===== src/ddac_pkg.sv =====
// Package for the dual converter two-wire slave: command codes, reset values, widths.
// Assumes a 10 MHz system clock that oversamples the bus lines.
package ddac_pkg;
   localparam int CODE_W = 10;
   localparam logic [CODE_W-1:0] CODE_RST = 10'h000;
   localparam logic [1:0] PD_UP = 2'h0;
   localparam logic [1:0] PD_FLOAT = 2'h1;
   localparam logic [1:0] PD_1K = 2'h2;
   localparam logic [1:0] PD_100K = 2'h3;
   localparam logic [1:0] PD_RST = PD_100K;
   localparam logic [3:0] CMD_LOAD_A_UPD = 4'h0;
   localparam logic [3:0] CMD_LOAD_B_UPD = 4'h1;
   localparam logic [3:0] CMD_IN_A = 4'h4;
   localparam logic [3:0] CMD_IN_B = 4'h5;
   localparam logic [3:0] CMD_IN_A_ALL = 4'h8;
   localparam logic [3:0] CMD_IN_B_ALL = 4'h9;
   localparam logic [3:0] CMD_LOAD_ALL = 4'hc;
   localparam logic [3:0] CMD_IN_ALL = 4'hd;
   localparam logic [3:0] CMD_UPD_ALL = 4'he;
   localparam logic [3:0] CMD_EXT = 4'hf;
   localparam logic [5:0] ADDR_HI_DEF = 6'h15; // Arbitrary value.
   localparam logic [6:0] GEN_CALL = 7'h00;
   localparam logic [3:0] BIT_ACK = 4'h8;
endpackage


===== src/ddac_sync.sv =====
// Two-flop synchroniser for one asynchronous input level.
// Assumes nothing of the source; the output lags by two clock edges.
`timescale 1ns/1ps
module ddac_sync (
   // Clock and reset
   input wire logic i_clk,
   input wire logic i_rst_n,
   // Level in and out
   input wire logic i_d,
   output logic o_q
);
   logic meta_q;
   always_ff @(posedge i_clk or negedge i_rst_n) begin
      if (!i_rst_n) begin
         meta_q <= 1'b1;
         o_q <= 1'b1;
      end else begin
         meta_q <= i_d;
         o_q <= meta_q;
      end
   end
endmodule // ddac_sync


===== src/ddac_regs.sv =====
// Per-channel input and converter registers with power-down selects.
// Assumes load strobes from the serial controller on the same clock.
`timescale 1ns/1ps
module ddac_regs (
   // Clock and reset
   input wire logic i_clk,
   input wire logic i_rst_n,
   // Load strobes, code and power-down mode
   input wire logic [1:0] i_in_we,
   input wire logic [1:0] i_dac_we,
   input wire logic [1:0] i_xfer,
   input wire logic [1:0] i_pd_we,
   input wire logic [9:0] i_code,
   input wire logic [1:0] i_pd_mode,
   // Contents
   output logic [19:0] o_in,
   output logic [19:0] o_dac,
   output logic [3:0] o_pd
);
   genvar g;
   generate
      for (g = 0; g < 2; g++) begin : g_ch
         logic [9:0] in_q;
         logic [9:0] dac_q;
         logic [1:0] pd_q;
         always_ff @(posedge i_clk or negedge i_rst_n) begin
            if (!i_rst_n) begin
               in_q <= ddac_pkg::CODE_RST;
               dac_q <= ddac_pkg::CODE_RST;
               pd_q <= ddac_pkg::PD_RST;
            end else begin
               // Writes only on strobes, so power-down never disturbs codes.
               if (i_in_we[g]) in_q <= i_code;
               if (i_dac_we[g]) dac_q <= i_code;
               else if (i_xfer[g]) dac_q <= in_q;
               if (i_pd_we[g]) pd_q <= i_pd_mode;
            end
         end
         assign o_in[g*10 +: 10] = in_q;
         assign o_dac[g*10 +: 10] = dac_q;
         assign o_pd[g*2 +: 2] = pd_q;
      end
   endgenerate
endmodule // ddac_regs


===== src/ddac_ctrl.sv =====
// Two-wire slave controller for a dual 10-bit converter.
// Assumes SCL and SDA arrive unsynchronised; the master makes every SCL pulse.
// Function
// - Address LSB follows the address-select pin level.
// - Channels load converter directly or input register only.
// - Register contents hold through any power-down mode.
// - Channel codes are unsigned straight binary 0 to 1023.
// - Reset clears converter registers and selects 100k power-down.
// - Power-down bits: 00 up, 01 float, 10 1k, 11 100k.
// - Slave only; never drives the serial clock.
// - Bytes are 8 bits MSB first plus one acknowledge pulse.
// - SDA stable while SCL high; changes then are conditions.
// - START is SDA falling, STOP SDA rising, with SCL high.
// - Repeated START keeps the bus and restarts address reception.
// - After STOP or mismatch, ignore SCL until next START.
// - STOP honoured anywhere except in the START's own SCL high.
// - Back-to-back writes accepted with or without repeated START.
// - Acknowledge matched address and data by holding SDA low ninth clock.
// - After sending a byte, release SDA and sample master acknowledge.
// - Address LSB is direction: 0 write, 1 read.
// - Registers update at SCL fall in acknowledge; aborts change nothing.
// - No general call, 7-bit addressing only.
// - Reads return channel A converter contents as two bytes; the master acknowledges the first, and the read ends after the second.
`timescale 1ns/1ps
module ddac_ctrl #(
   parameter logic [5:0] ADDR_HI = ddac_pkg::ADDR_HI_DEF
) (
   // Clock and reset
   input wire logic i_clk,
   input wire logic i_rst_n,
   // Bus pins
   input wire logic i_scl,
   input wire logic i_sda,
   output logic o_sda,
   output logic o_sda_oe,
   input wire logic i_addr_sel,
   // Channel state and bus busy
   output logic [9:0] o_channel_a_code,
   output logic [9:0] o_channel_b_code,
   output logic [9:0] o_channel_a_input,
   output logic [9:0] o_channel_b_input,
   output logic [1:0] o_powerdown_a,
   output logic [1:0] o_powerdown_b,
   output logic o_busy
);
   typedef enum logic [2:0] {
      ST_IDLE = 3'b000,
      ST_ADDR = 3'b001,
      ST_CMD = 3'b010,
      ST_DATA = 3'b011,
      ST_EXT = 3'b100,
      ST_READ = 3'b101
   } ddac_state_t;

   logic scl_s, sda_s, addr_s;
   logic scl_p_q, sda_p_q;
   ddac_state_t st_q, st_d;
   logic [3:0] bit_q;
   logic [7:0] sh_q;
   logic [7:0] cmd_q;
   logic ack_q;
   logic rd_hi_q;
   logic hi_since_start_q;
   logic [19:0] in_w, dac_w;
   logic [3:0] pd_w;

   ddac_sync u_scl (.i_clk(i_clk), .i_rst_n(i_rst_n), .i_d(i_scl), .o_q(scl_s));
   ddac_sync u_sda (.i_clk(i_clk), .i_rst_n(i_rst_n), .i_d(i_sda), .o_q(sda_s));
   ddac_sync u_add (.i_clk(i_clk), .i_rst_n(i_rst_n), .i_d(i_addr_sel), .o_q(addr_s));

   // Edge and condition decode on the synchronised lines.
   wire scl_rise = scl_s && !scl_p_q;
   wire scl_fall = !scl_s && scl_p_q;
   wire start_det = scl_s && scl_p_q && sda_p_q && !sda_s;
   // A STOP in the START's own high pulse is ignored.
   wire stop_det = scl_s && scl_p_q && !sda_p_q && sda_s && hi_since_start_q;
   wire active = (st_q != ST_IDLE);
   wire byte_done = scl_fall && (bit_q == 4'h7) && !ack_q;
   wire ack_end = scl_fall && ack_q;
   wire [7:0] byte_in = {sh_q[6:0], sda_s};
   wire [6:0] my_addr = {ADDR_HI, addr_s};
   // Bitwise compare as bits arrive; a mismatch on any upper bit drops out.
   wire addr_bad = (st_q == ST_ADDR) && scl_rise && !ack_q && (bit_q < 4'h6)
                   && (sda_s != ADDR_HI[3'(5 - bit_q)]);
   // At the eighth fall the shifter already holds the whole byte.
   wire addr_ok = (sh_q[7:1] == my_addr) && (sh_q[7:1] != ddac_pkg::GEN_CALL);
   wire [3:0] cmd_code = cmd_q[7:4];
   wire [9:0] code_in = {cmd_q[3:0], sh_q[7:2]};
   wire data_commit = (st_q == ST_DATA) && ack_end;
   wire ext_commit = (st_q == ST_EXT) && ack_end;
   wire upd_commit = (st_q == ST_CMD) && ack_end && (cmd_code == ddac_pkg::CMD_UPD_ALL);

   // Command decode into load strobes, taken at the acknowledge SCL fall.
   logic [1:0] in_we, dac_we, xfer, pd_we;
   always_comb begin
      in_we = 2'b00;
      dac_we = 2'b00;
      xfer = 2'b00;
      pd_we = 2'b00;
      if (data_commit) begin
         unique case (cmd_code)
            ddac_pkg::CMD_LOAD_A_UPD: begin dac_we = 2'b01; in_we = 2'b01; xfer = 2'b10; end
            ddac_pkg::CMD_LOAD_B_UPD: begin dac_we = 2'b10; in_we = 2'b10; xfer = 2'b01; end
            ddac_pkg::CMD_IN_A: in_we = 2'b01;
            ddac_pkg::CMD_IN_B: in_we = 2'b10;
            ddac_pkg::CMD_IN_A_ALL: begin in_we = 2'b01; xfer = 2'b10; dac_we = 2'b01; end
            ddac_pkg::CMD_IN_B_ALL: begin in_we = 2'b10; xfer = 2'b01; dac_we = 2'b10; end
            ddac_pkg::CMD_LOAD_ALL: begin in_we = 2'b11; dac_we = 2'b11; end
            ddac_pkg::CMD_IN_ALL: in_we = 2'b11;
            default: ;
         endcase
      end
      if (upd_commit) xfer = 2'b11;
      if (ext_commit) pd_we = {sh_q[3], sh_q[2]};
   end

   ddac_regs u_regs (
      .i_clk(i_clk), .i_rst_n(i_rst_n),
      .i_in_we(in_we), .i_dac_we(dac_we), .i_xfer(xfer), .i_pd_we(pd_we),
      .i_code(code_in), .i_pd_mode(sh_q[7:6]),
      .o_in(in_w), .o_dac(dac_w), .o_pd(pd_w)
   );

   // Next state at the end of each acknowledge slot.
   always_comb begin
      st_d = st_q;
      if (stop_det || addr_bad) begin
         st_d = ST_IDLE;
      end else if (start_det) begin
         st_d = ST_ADDR;
      end else if (byte_done && st_q == ST_ADDR && !addr_ok) begin
         st_d = ST_IDLE;
      end else if (ack_end) begin
         unique case (st_q)
            ST_ADDR: st_d = sh_q[0] ? ST_READ : ST_CMD;
            ST_CMD: st_d = (cmd_code == ddac_pkg::CMD_EXT && cmd_q[3:0] == 4'h0) ? ST_EXT :
                           (cmd_code == ddac_pkg::CMD_UPD_ALL) ? ST_CMD : ST_DATA;
            ST_DATA: st_d = ST_CMD;
            ST_EXT: st_d = ST_CMD;
            ST_READ: st_d = (rd_hi_q && !sda_s) ? ST_READ : ST_IDLE;
            default: st_d = ST_IDLE;
         endcase
      end
   end

   // Read byte: high byte carries D9..D6 of channel A in its low nibble; low byte D5..D0 then two zero bits.
   wire [7:0] rd_byte = rd_hi_q ? {4'h0, dac_w[9:6]} : {dac_w[5:0], 2'b00};
   wire drive_ack = ack_q && (st_q == ST_ADDR || st_q == ST_CMD || st_q == ST_DATA ||
                              st_q == ST_EXT);
   wire drive_rd = (st_q == ST_READ) && !ack_q && !rd_byte[3'(7 - bit_q)];

   always_ff @(posedge i_clk or negedge i_rst_n) begin
      if (!i_rst_n) begin
         scl_p_q <= 1'b1;
         sda_p_q <= 1'b1;
         st_q <= ST_IDLE;
         bit_q <= 4'h0;
         sh_q <= 8'h00;
         cmd_q <= 8'h00;
         ack_q <= 1'b0;
         rd_hi_q <= 1'b1;
         hi_since_start_q <= 1'b0;
         o_sda_oe <= 1'b0;
      end else begin
         scl_p_q <= scl_s;
         sda_p_q <= sda_s;
         st_q <= st_d;
         if (start_det) hi_since_start_q <= 1'b0;
         else if (scl_fall) hi_since_start_q <= 1'b1;
         if (start_det || (!active)) begin
            bit_q <= 4'h0;
            ack_q <= 1'b0;
            rd_hi_q <= 1'b1;
         end else if (byte_done) begin
            ack_q <= 1'b1;
            bit_q <= 4'h0;
         end else if (ack_end) begin
            ack_q <= 1'b0;
            if (st_q == ST_READ) rd_hi_q <= !rd_hi_q;
         end else if (scl_fall && hi_since_start_q) begin
            // The fall that closes a START carries no bit, so it is not counted.
            bit_q <= bit_q + 4'h1;
         end
         if (scl_rise && !ack_q) sh_q <= byte_in;
         if (st_q == ST_CMD && byte_done) cmd_q <= sh_q;
         // SDA changes only in SCL low; released on every SCL fall into master slots.
         if (scl_fall || !active) begin
            o_sda_oe <= 1'b0;
         end else if (!scl_s) begin
            o_sda_oe <= drive_ack || drive_rd;
         end
      end
   end

   assign o_sda = 1'b0;
   assign o_channel_a_code = dac_w[9:0];
   assign o_channel_b_code = dac_w[19:10];
   assign o_channel_a_input = in_w[9:0];
   assign o_channel_b_input = in_w[19:10];
   assign o_powerdown_a = pd_w[1:0];
   assign o_powerdown_b = pd_w[3:2];
   assign o_busy = active;
endmodule // ddac_ctrl


===== config.mk =====
export PLATFORM = sky130hd
export DESIGN_NAME = ddac_ctrl
export DESIGN_NICKNAME = d
export VERILOG_FILES = /design/src/ddac_pkg.sv /design/src/ddac_sync.sv /design/src/ddac_regs.sv /design/src/ddac_ctrl.sv
export SDC_FILE = /design/constraint.sdc
export NUM_CORES = 1
export LEC_CHECK = 0
export BUFFER_PORTS_ARGS = -buffer_cell sky130_fd_sc_hd__buf_2
export CAP_MARGIN = 20
export CELL_PAD_IN_SITES_DETAIL_PLACEMENT = 2
export CELL_PAD_IN_SITES_GLOBAL_PLACEMENT = 2
export CORE_MARGIN = 2
export CORE_UTILIZATION = 39
export DETAILED_ROUTE_END_ITERATION = 8
export PLACE_DENSITY_LB_ADDON = 0.1
export SLEW_MARGIN = 20
export SYNTH_ARGS = -nofsm -noshare
export SYNTH_HDL_FRONTEND = slang
export SYNTH_SLANG_ARGS = --single-unit

===== constraint.sdc =====
create_clock -name i_clk -period 2.4 [get_ports i_clk]
set_input_delay 0.48 -clock i_clk [delete_from_list [all_inputs] [get_ports i_clk]]
set_output_delay 0.48 -clock i_clk [all_outputs]
set_load 0.05 [all_outputs]

==> reports/metrics.cfg, run 1 <==
[outcome]
status=finished clean

[place]
hpwlAfterDp_um=6354
io_buffers=50
placed_cell_area_mm2=0.004193
place.gp.congestion=0.7134

[synthesis]
ys_top_cells_by_count=mux2_2 (79), dfrtp_1 (66), dfstp_2 (13)
syn_avg_cell_area_um2=13.61
syn_inst=272
yosysTopAreaCell=dfrtp_1
yosysWarnings=0
yosysMostFrequentCell=mux2_2
synth_area_mm2=0.003701
synthArstFlopShare_pct=100.0
ys_seq_area_share_pct=53.85
synth_edf_count=0
synth_seq_cells=79
syn-num-nets=278
ys_types=49
synth_ff_type=dfrtp_1
synth_top_area_share_pct=44.62
ys_top_cells_by_area=dfrtp_1 (45%), mux2_2 (24%), dfstp_2 (9.2%)

[global_routing]
grt_start_max_net_pins=43
grt_pass1_wl_um=14930
grt-ovfl-total=0
grt_pass1_vias=2644
grt_use_total_pct=19.45
antenna_found_initial=0

[final_layout]
design_area_mm2=0.004388
antenna_cells=0
areaGrowthSynthToFinish_pct=18.56
fin_nets=341
drive_above_1_share_pct=54.12

[sta]
fin_crit_sh_pct=90.43
finalCriticalPeriod_ns=2.170
relSlewSlack_pct=65.85
rsz0062_at_grt=no
fmax_mhz=460.8
drv_slew=0
timing.final.setup_violations=0
skew_ns=0.01620
tns_ns=0
tightest_slew_ns=0.5123
finalHoldViolCount=0

[route]
vias_per_cell=5.226
drt_wl_total_um=9094
drt_iter0_markers=66
drc_errors=0
via_count=2451
firstDrtPassIters=4
wire_per_inst_um=19.39
antenna_left=0

[clock_tree]
cts.repair.resized=0
cts.root.buffer_cell=clkbuf_8
numCtsBuffers=9
htreeDepth=3
cts_setup_buffers=0
clk_pin_slew_ns=0.10
cts_sinks=79
cts_tree=yes
clock_path_buffers=2
clk_latency_ns=0.37
ctsHoldBuffers=0

[worst_setup_path]
setup.worst_path.class=reg -> out
arrival_ns=1.69
required_ns=1.92
cp-end-kind=output pin
worstPathMaxFanout=16
worst_setup_path_start_kind=flop

[pwr]
peakVddDrop_v=0.0002741
p_leak_uw=0.002156
p_per_area_mw_per_mm2=681.6

[min_path]
hold_class=in -> async

[floorplan]
ios=52
core_area_mm2=0.009240
start_util_pct=40.05
die_y_um=101.4
dieArea_mm2=0.01029
row_count=35
dieWidth_um=101.4

[run]
max_cap_violations=0

## final timing paths
kind	start	to	slack, ns	depth (start not counted)
worst max-delay path	st_q[2]	o_busy	0.23	3
worst min-delay path	i_rst_n	u_regs.g_ch[0].dac_q[9]	0.09	1
worst max register to register	scl_p_q	u_regs.g_ch[0].dac_q[7]	0.25	5
worst min register to register	u_sda.meta_q	u_sda.o_q	0.36	0
max in group asynchronous	i_rst_n	u_add.o_q	1.66	2
min in group i_clk	i_addr_sel	u_add.meta_q	0.20	1
## layer usage
metal | track usage (%) | share of wire (%)
met1 | 26.12 | 47
met2 | 31.79 | 49
met3 | 4.762 | 2.9
met4 | 4.990 | 1.1
met5 | 0 | 0
## layout make-up
cell class / count / area (µm²)
repair buffers: 64 / 382.9
clock inverters: 6 / 57.56
fillers: 917 / 4852
clock buffers: 10 / 137.6
inverters: 3 / 11.26
flip-flops and latches: 79 / 1993
well taps: 129 / 161.4
multi-input cells: 178 / 1644
## worst max-delay path, stage by stage (launching register included)
cell and delay (ns):
dfrtp_1 0.39, buf_4 0.19, or3_1 0.49, buf_2 0.26
## stage by stage
| step | hold WS, ns | setup WS, ns | instances | util, % | total power (µW) |
|---|---|---|---|---|---|
| after floorplan | 0.1844 | 0.2332 | 272 | - | 1824 |
| after global placement | 0.3481 | 0.3433 | 453 | 45.38 | 2002 |
| after detailed placement | 0.3481 | 0.2675 | 453 | 45.38 | 2026 |
| after CTS | 0.08518 | 0.1964 | 469 | 47.49 | 3043 |
| after global routing | 0.09977 | 0.1295 | 469 | 47.49 | 3155 |
| final | 0.08572 | 0.2297 | 469 | 47.49 | 2991 |
## cells by family (layout without fill, tap and decap cells)
family / Yosys count / count (layout) / synth area share (%)
buf+inv: 15 / 83 / 1.826
mux: 84 / 84 / 26.13
xor+xnor: 6 / 6 / 1.420
simple gates: 62 / 62 / 10.51
flops: 79 / 79 / 53.85
fa+ha+maj: 1 / 1 / 0.3380
compound gates: 24 / 24 / 5.815
other cells: 1 / 1 / 0.1013
## state kept, by name, summed over array words and instances (netlist names), 3 cells and up
signal             cells
u_regs.g_ch.dac_q     20
u_regs.g_ch.in_q      20
cmd_q                  8
sh_q                   8
bit_q                  4
u_regs.g_ch.pd_q       4
st_q                   3
## placed cells by master, fill, tap and decap left out, types with 3 or more instances in the layout
| master | synthesis | layout |
|---|---|---|
| inv_6 | 0 | 4 |
| inv_1 | 3 | 3 |
| xor2_1 | 6 | 6 |
| nor2b_1 | 5 | 5 |
| dfstp_2 | 13 | 13 |
| nor2_1 | 9 | 9 |
| nand4_1 | 7 | 7 |
| mux2_2 | 79 | 79 |
| buf_4 | 1 | 13 |
| a21oi_1 | 6 | 5 |
| clkbuf_8 | 0 | 10 |
| nand3_1 | 6 | 6 |
| and3b_1 | 4 | 4 |
| dfrtp_1 | 66 | 66 |
| o21ai_0 | 3 | 3 |
| nand2b_1 | 3 | 3 |
| buf_2 | 4 | 49 |
| nand2_1 | 10 | 10 |
## power breakdown
group | internal [µW] | switching (µW) | leakage, µW
combinational | 174 | 243 | 0.00102
sequential | 1420 | 157 | 0.00103
clock | 434 | 560 | 0.000102
total | 2030 | 961 | 0.00216
Power figures use the tool's default switching activity.
==> run 2: changes to the inputs <==
--- a/config.mk
+++ b/config.mk
@@ -9,8 +9,10 @@
 export CAP_MARGIN = 20
 export CELL_PAD_IN_SITES_DETAIL_PLACEMENT = 2
 export CELL_PAD_IN_SITES_GLOBAL_PLACEMENT = 2
+export CORE_ASPECT_RATIO = 1.4
 export CORE_MARGIN = 2
 export CORE_UTILIZATION = 39
+export CTS_CLUSTER_SIZE = 8
 export DETAILED_ROUTE_END_ITERATION = 8
 export PLACE_DENSITY_LB_ADDON = 0.1
 export SLEW_MARGIN = 20
==> run 2 against run 1 <==
Net effect: clock power grew 42%; first-iteration DRC count shrank 6.1%; cell area grew 1.4%; largest power group unchanged; critical endpoint is now u_regs.g_ch[1].in_q[2]; utilization grew 0.091 points.
==> reports/metrics.cfg, run 2 (synthesized netlist as in run 1, its figures left out) <==
[clock_tree]
cts.repair.resized=0  ; unchanged
ctsHoldBuffers=0  ; unchanged
htreeDepth=3  ; unchanged
cts_setup_buffers=0  ; unchanged
clk_latency_ns=0.35  ; was 0.37 ns
clk_pin_slew_ns=0.06  ; was 0.10 ns
cts.root.buffer_cell=clkbuf_16  ; was clkbuf_8
clock_path_buffers=2  ; unchanged
cts_tree=yes  ; unchanged
numCtsBuffers=9  ; unchanged
cts_sinks=79  ; unchanged

[route]
drt_wl_total_um=9739  ; was 9094 µm
antenna_left=0  ; unchanged
firstDrtPassIters=3  ; was 4
drt_iter0_markers=62  ; was 66
drc_errors=0  ; unchanged
wire_per_inst_um=21.74  ; was 19.39 µm
via_count=2453  ; was 2451
vias_per_cell=5.475  ; was 5.226

[place]
hpwlAfterDp_um=6751  ; was 6354 µm
place.gp.congestion=0.7527  ; was 0.7134
pre_cts_ws_ns=0.2435  ; was 0.2675 ns
io_buffers=50  ; unchanged

[pwr]
fin_total_pwr_uw=3423  ; was 2991 µW
p_per_area_mw_per_mm2=769.2  ; was 681.6 mW/mm²
p_leak_uw=0.002192  ; was 0.002156 µW
peakVddDrop_v=0.0004471  ; was 0.0002741 V

[sta]
fin_crit_sh_pct=88.73  ; was 90.43%
drv_slew=0  ; unchanged
timing.final.setup_violations=0  ; unchanged
rsz0062_at_grt=no  ; unchanged
finalCriticalPeriod_ns=2.129  ; was 2.170 ns
fin_ws_ns=0.2706  ; was 0.2297 ns
tns_ns=0  ; unchanged
relSlewSlack_pct=60.62  ; was 65.85%
fmax_mhz=469.6  ; was 460.8 MHz
skew_ns=0.007236  ; was 0.01620 ns
finalHoldViolCount=0  ; unchanged
tightest_slew_ns=0.5853  ; was 0.5123 ns

[final_layout]
antenna_cells=0  ; unchanged
reg.largest.list=u_regs.g_ch.dac_q (20), u_regs.g_ch.in_q (20)  ; unchanged
layout_commonest_cell=mux2_2  ; unchanged
areaGrowthSynthToFinish_pct=20.25  ; was 18.56%
drive_above_1_share_pct=53.85  ; was 54.12%
utilization_pct=47.58  ; was 47.49%
multi_input_area_mm2=0.001644  ; unchanged
fin_nets=339  ; was 341
fillCellCount=926  ; was 917
layout_common_cells=mux2_2 (79), dfrtp_1 (66), buf_2 (49)  ; unchanged
seq_area_mm2=0.001993  ; unchanged

[outcome]
status=finished clean  ; unchanged

[worst_setup_path]
r2r-start=st_q[0]  ; was scl_p_q
required_ns=2.63  ; was 1.92 ns
worstPathMaxFanout=10  ; was 16
crit_end=u_regs.g_ch[1].in_q[2]  ; was o_busy
arrival_ns=2.36  ; was 1.69 ns
crit_start=st_q[0]  ; was st_q[2]
worst_setup_path_start_kind=flop  ; unchanged
r2r-end=u_regs.g_ch[1].in_q[2]  ; was u_regs.g_ch[0].dac_q[7]
rr_worst_depth=4  ; was 5
setup.worst_path.class=reg -> reg  ; was reg -> out
cp-end-kind=flop  ; was output pin
r2r_setup_slack_ns=0.27  ; was 0.25 ns

[global_routing]
grt_use_total_pct=20.79  ; was 19.45%
antenna_found_initial=0  ; unchanged
grt_pass1_wl_um=15810  ; was 14930 µm
grt_start_max_net_pins=35  ; was 43
gr-usage-met3_pct=3.742  ; was 4.762%
grt_use_met1_pct=24.82  ; was 26.12%
grt-ovfl-total=0  ; unchanged
grt_pass1_vias=2769  ; was 2644
met2_usage_pct=36.68  ; was 31.79%
top_usage_layer=met2  ; unchanged

[floorplan]
row_count=42  ; was 35
core_area_mm2=0.009354  ; was 0.009240 mm²
die_y_um=119.3  ; was 101.4 µm
dieWidth_um=86.33  ; was 101.4 µm
dieArea_mm2=0.01030  ; was 0.01029 mm²
start_util_pct=39.57  ; was 40.05%
ios=52  ; unchanged

[min_path]
hold_class=in -> async  ; unchanged

[run]
max_cap_violations=0  ; unchanged

run 2: cell count changes in the layout (fill, tap and decap cells not counted), sizes merged:
cell and change:
clkinv +3, inv -6, clkinvlp +1, clkbuf +1, buf -2, bufinv +1
run 2: final cells by class:
cell class / instances / area share, %
clock buffers: 11 / 5.679
clock inverters: 5 / 1.265
inverters: 3 / 0.2530
multi-input cells: 178 / 36.94
flip-flops and latches: 79 / 44.78
well taps: 110 / 3.092
repair buffers: 62 / 7.984
run 2: worst max-delay path: stages (launching register included):
cell       delay, ns
dfrtp_1         0.55
nand4bb_2       0.28
or2_2           0.40
a21oi_4         0.37
mux2_2          0.39
run 2: worst min-delay path by stage:
stage	startpoint	to	slack, ns	depth (start not counted)
4_1_cts	i_rst_n	hi_since_start_q	0.05	1
3_5_place_dp	u_add.meta_q	u_add.o_q	0.35	0
6_report	i_rst_n	hi_since_start_q	0.04	1
5_1_grt	i_rst_n	hi_since_start_q	0.07	1
3_3_place_gp	u_add.meta_q	u_add.o_q	0.35	0
2_1_floorplan	i_rst_n	ack_q	0.18	0
run 2: stage by stage:
stage	hold WS, ns	instance area, µm²	cells
after floorplan	0.1844	3701	272
after global placement	0.3462	4141	432
after detailed placement	0.3485	4141	432
after CTS	0.05084	4451	448
after global routing	0.06519	4451	448
final	0.04498	4451	448
run 2: report_power, final:
| part | switching, µW | total [µW] | internal [µW] | leakage (µW) |
|---|---|---|---|---|
| Sequential | 191 | 1620 | 1420 | 0.00103 |
| Clock | 546 | 1410 | 860 | 0.000152 |
| Combinational | 237 | 403 | 166 | 0.00101 |
| Total | 974 | 3420 | 2450 | 0.00219 |
run 2: per-layer routing:
metal	wire, µm	part of all wire (%)	vias up
li1	-	-	1115
met1	3933	40	1298
met2	5425	56	29
met3	204	2.1	11
met4	176	1.8	0
met5	0	0	-
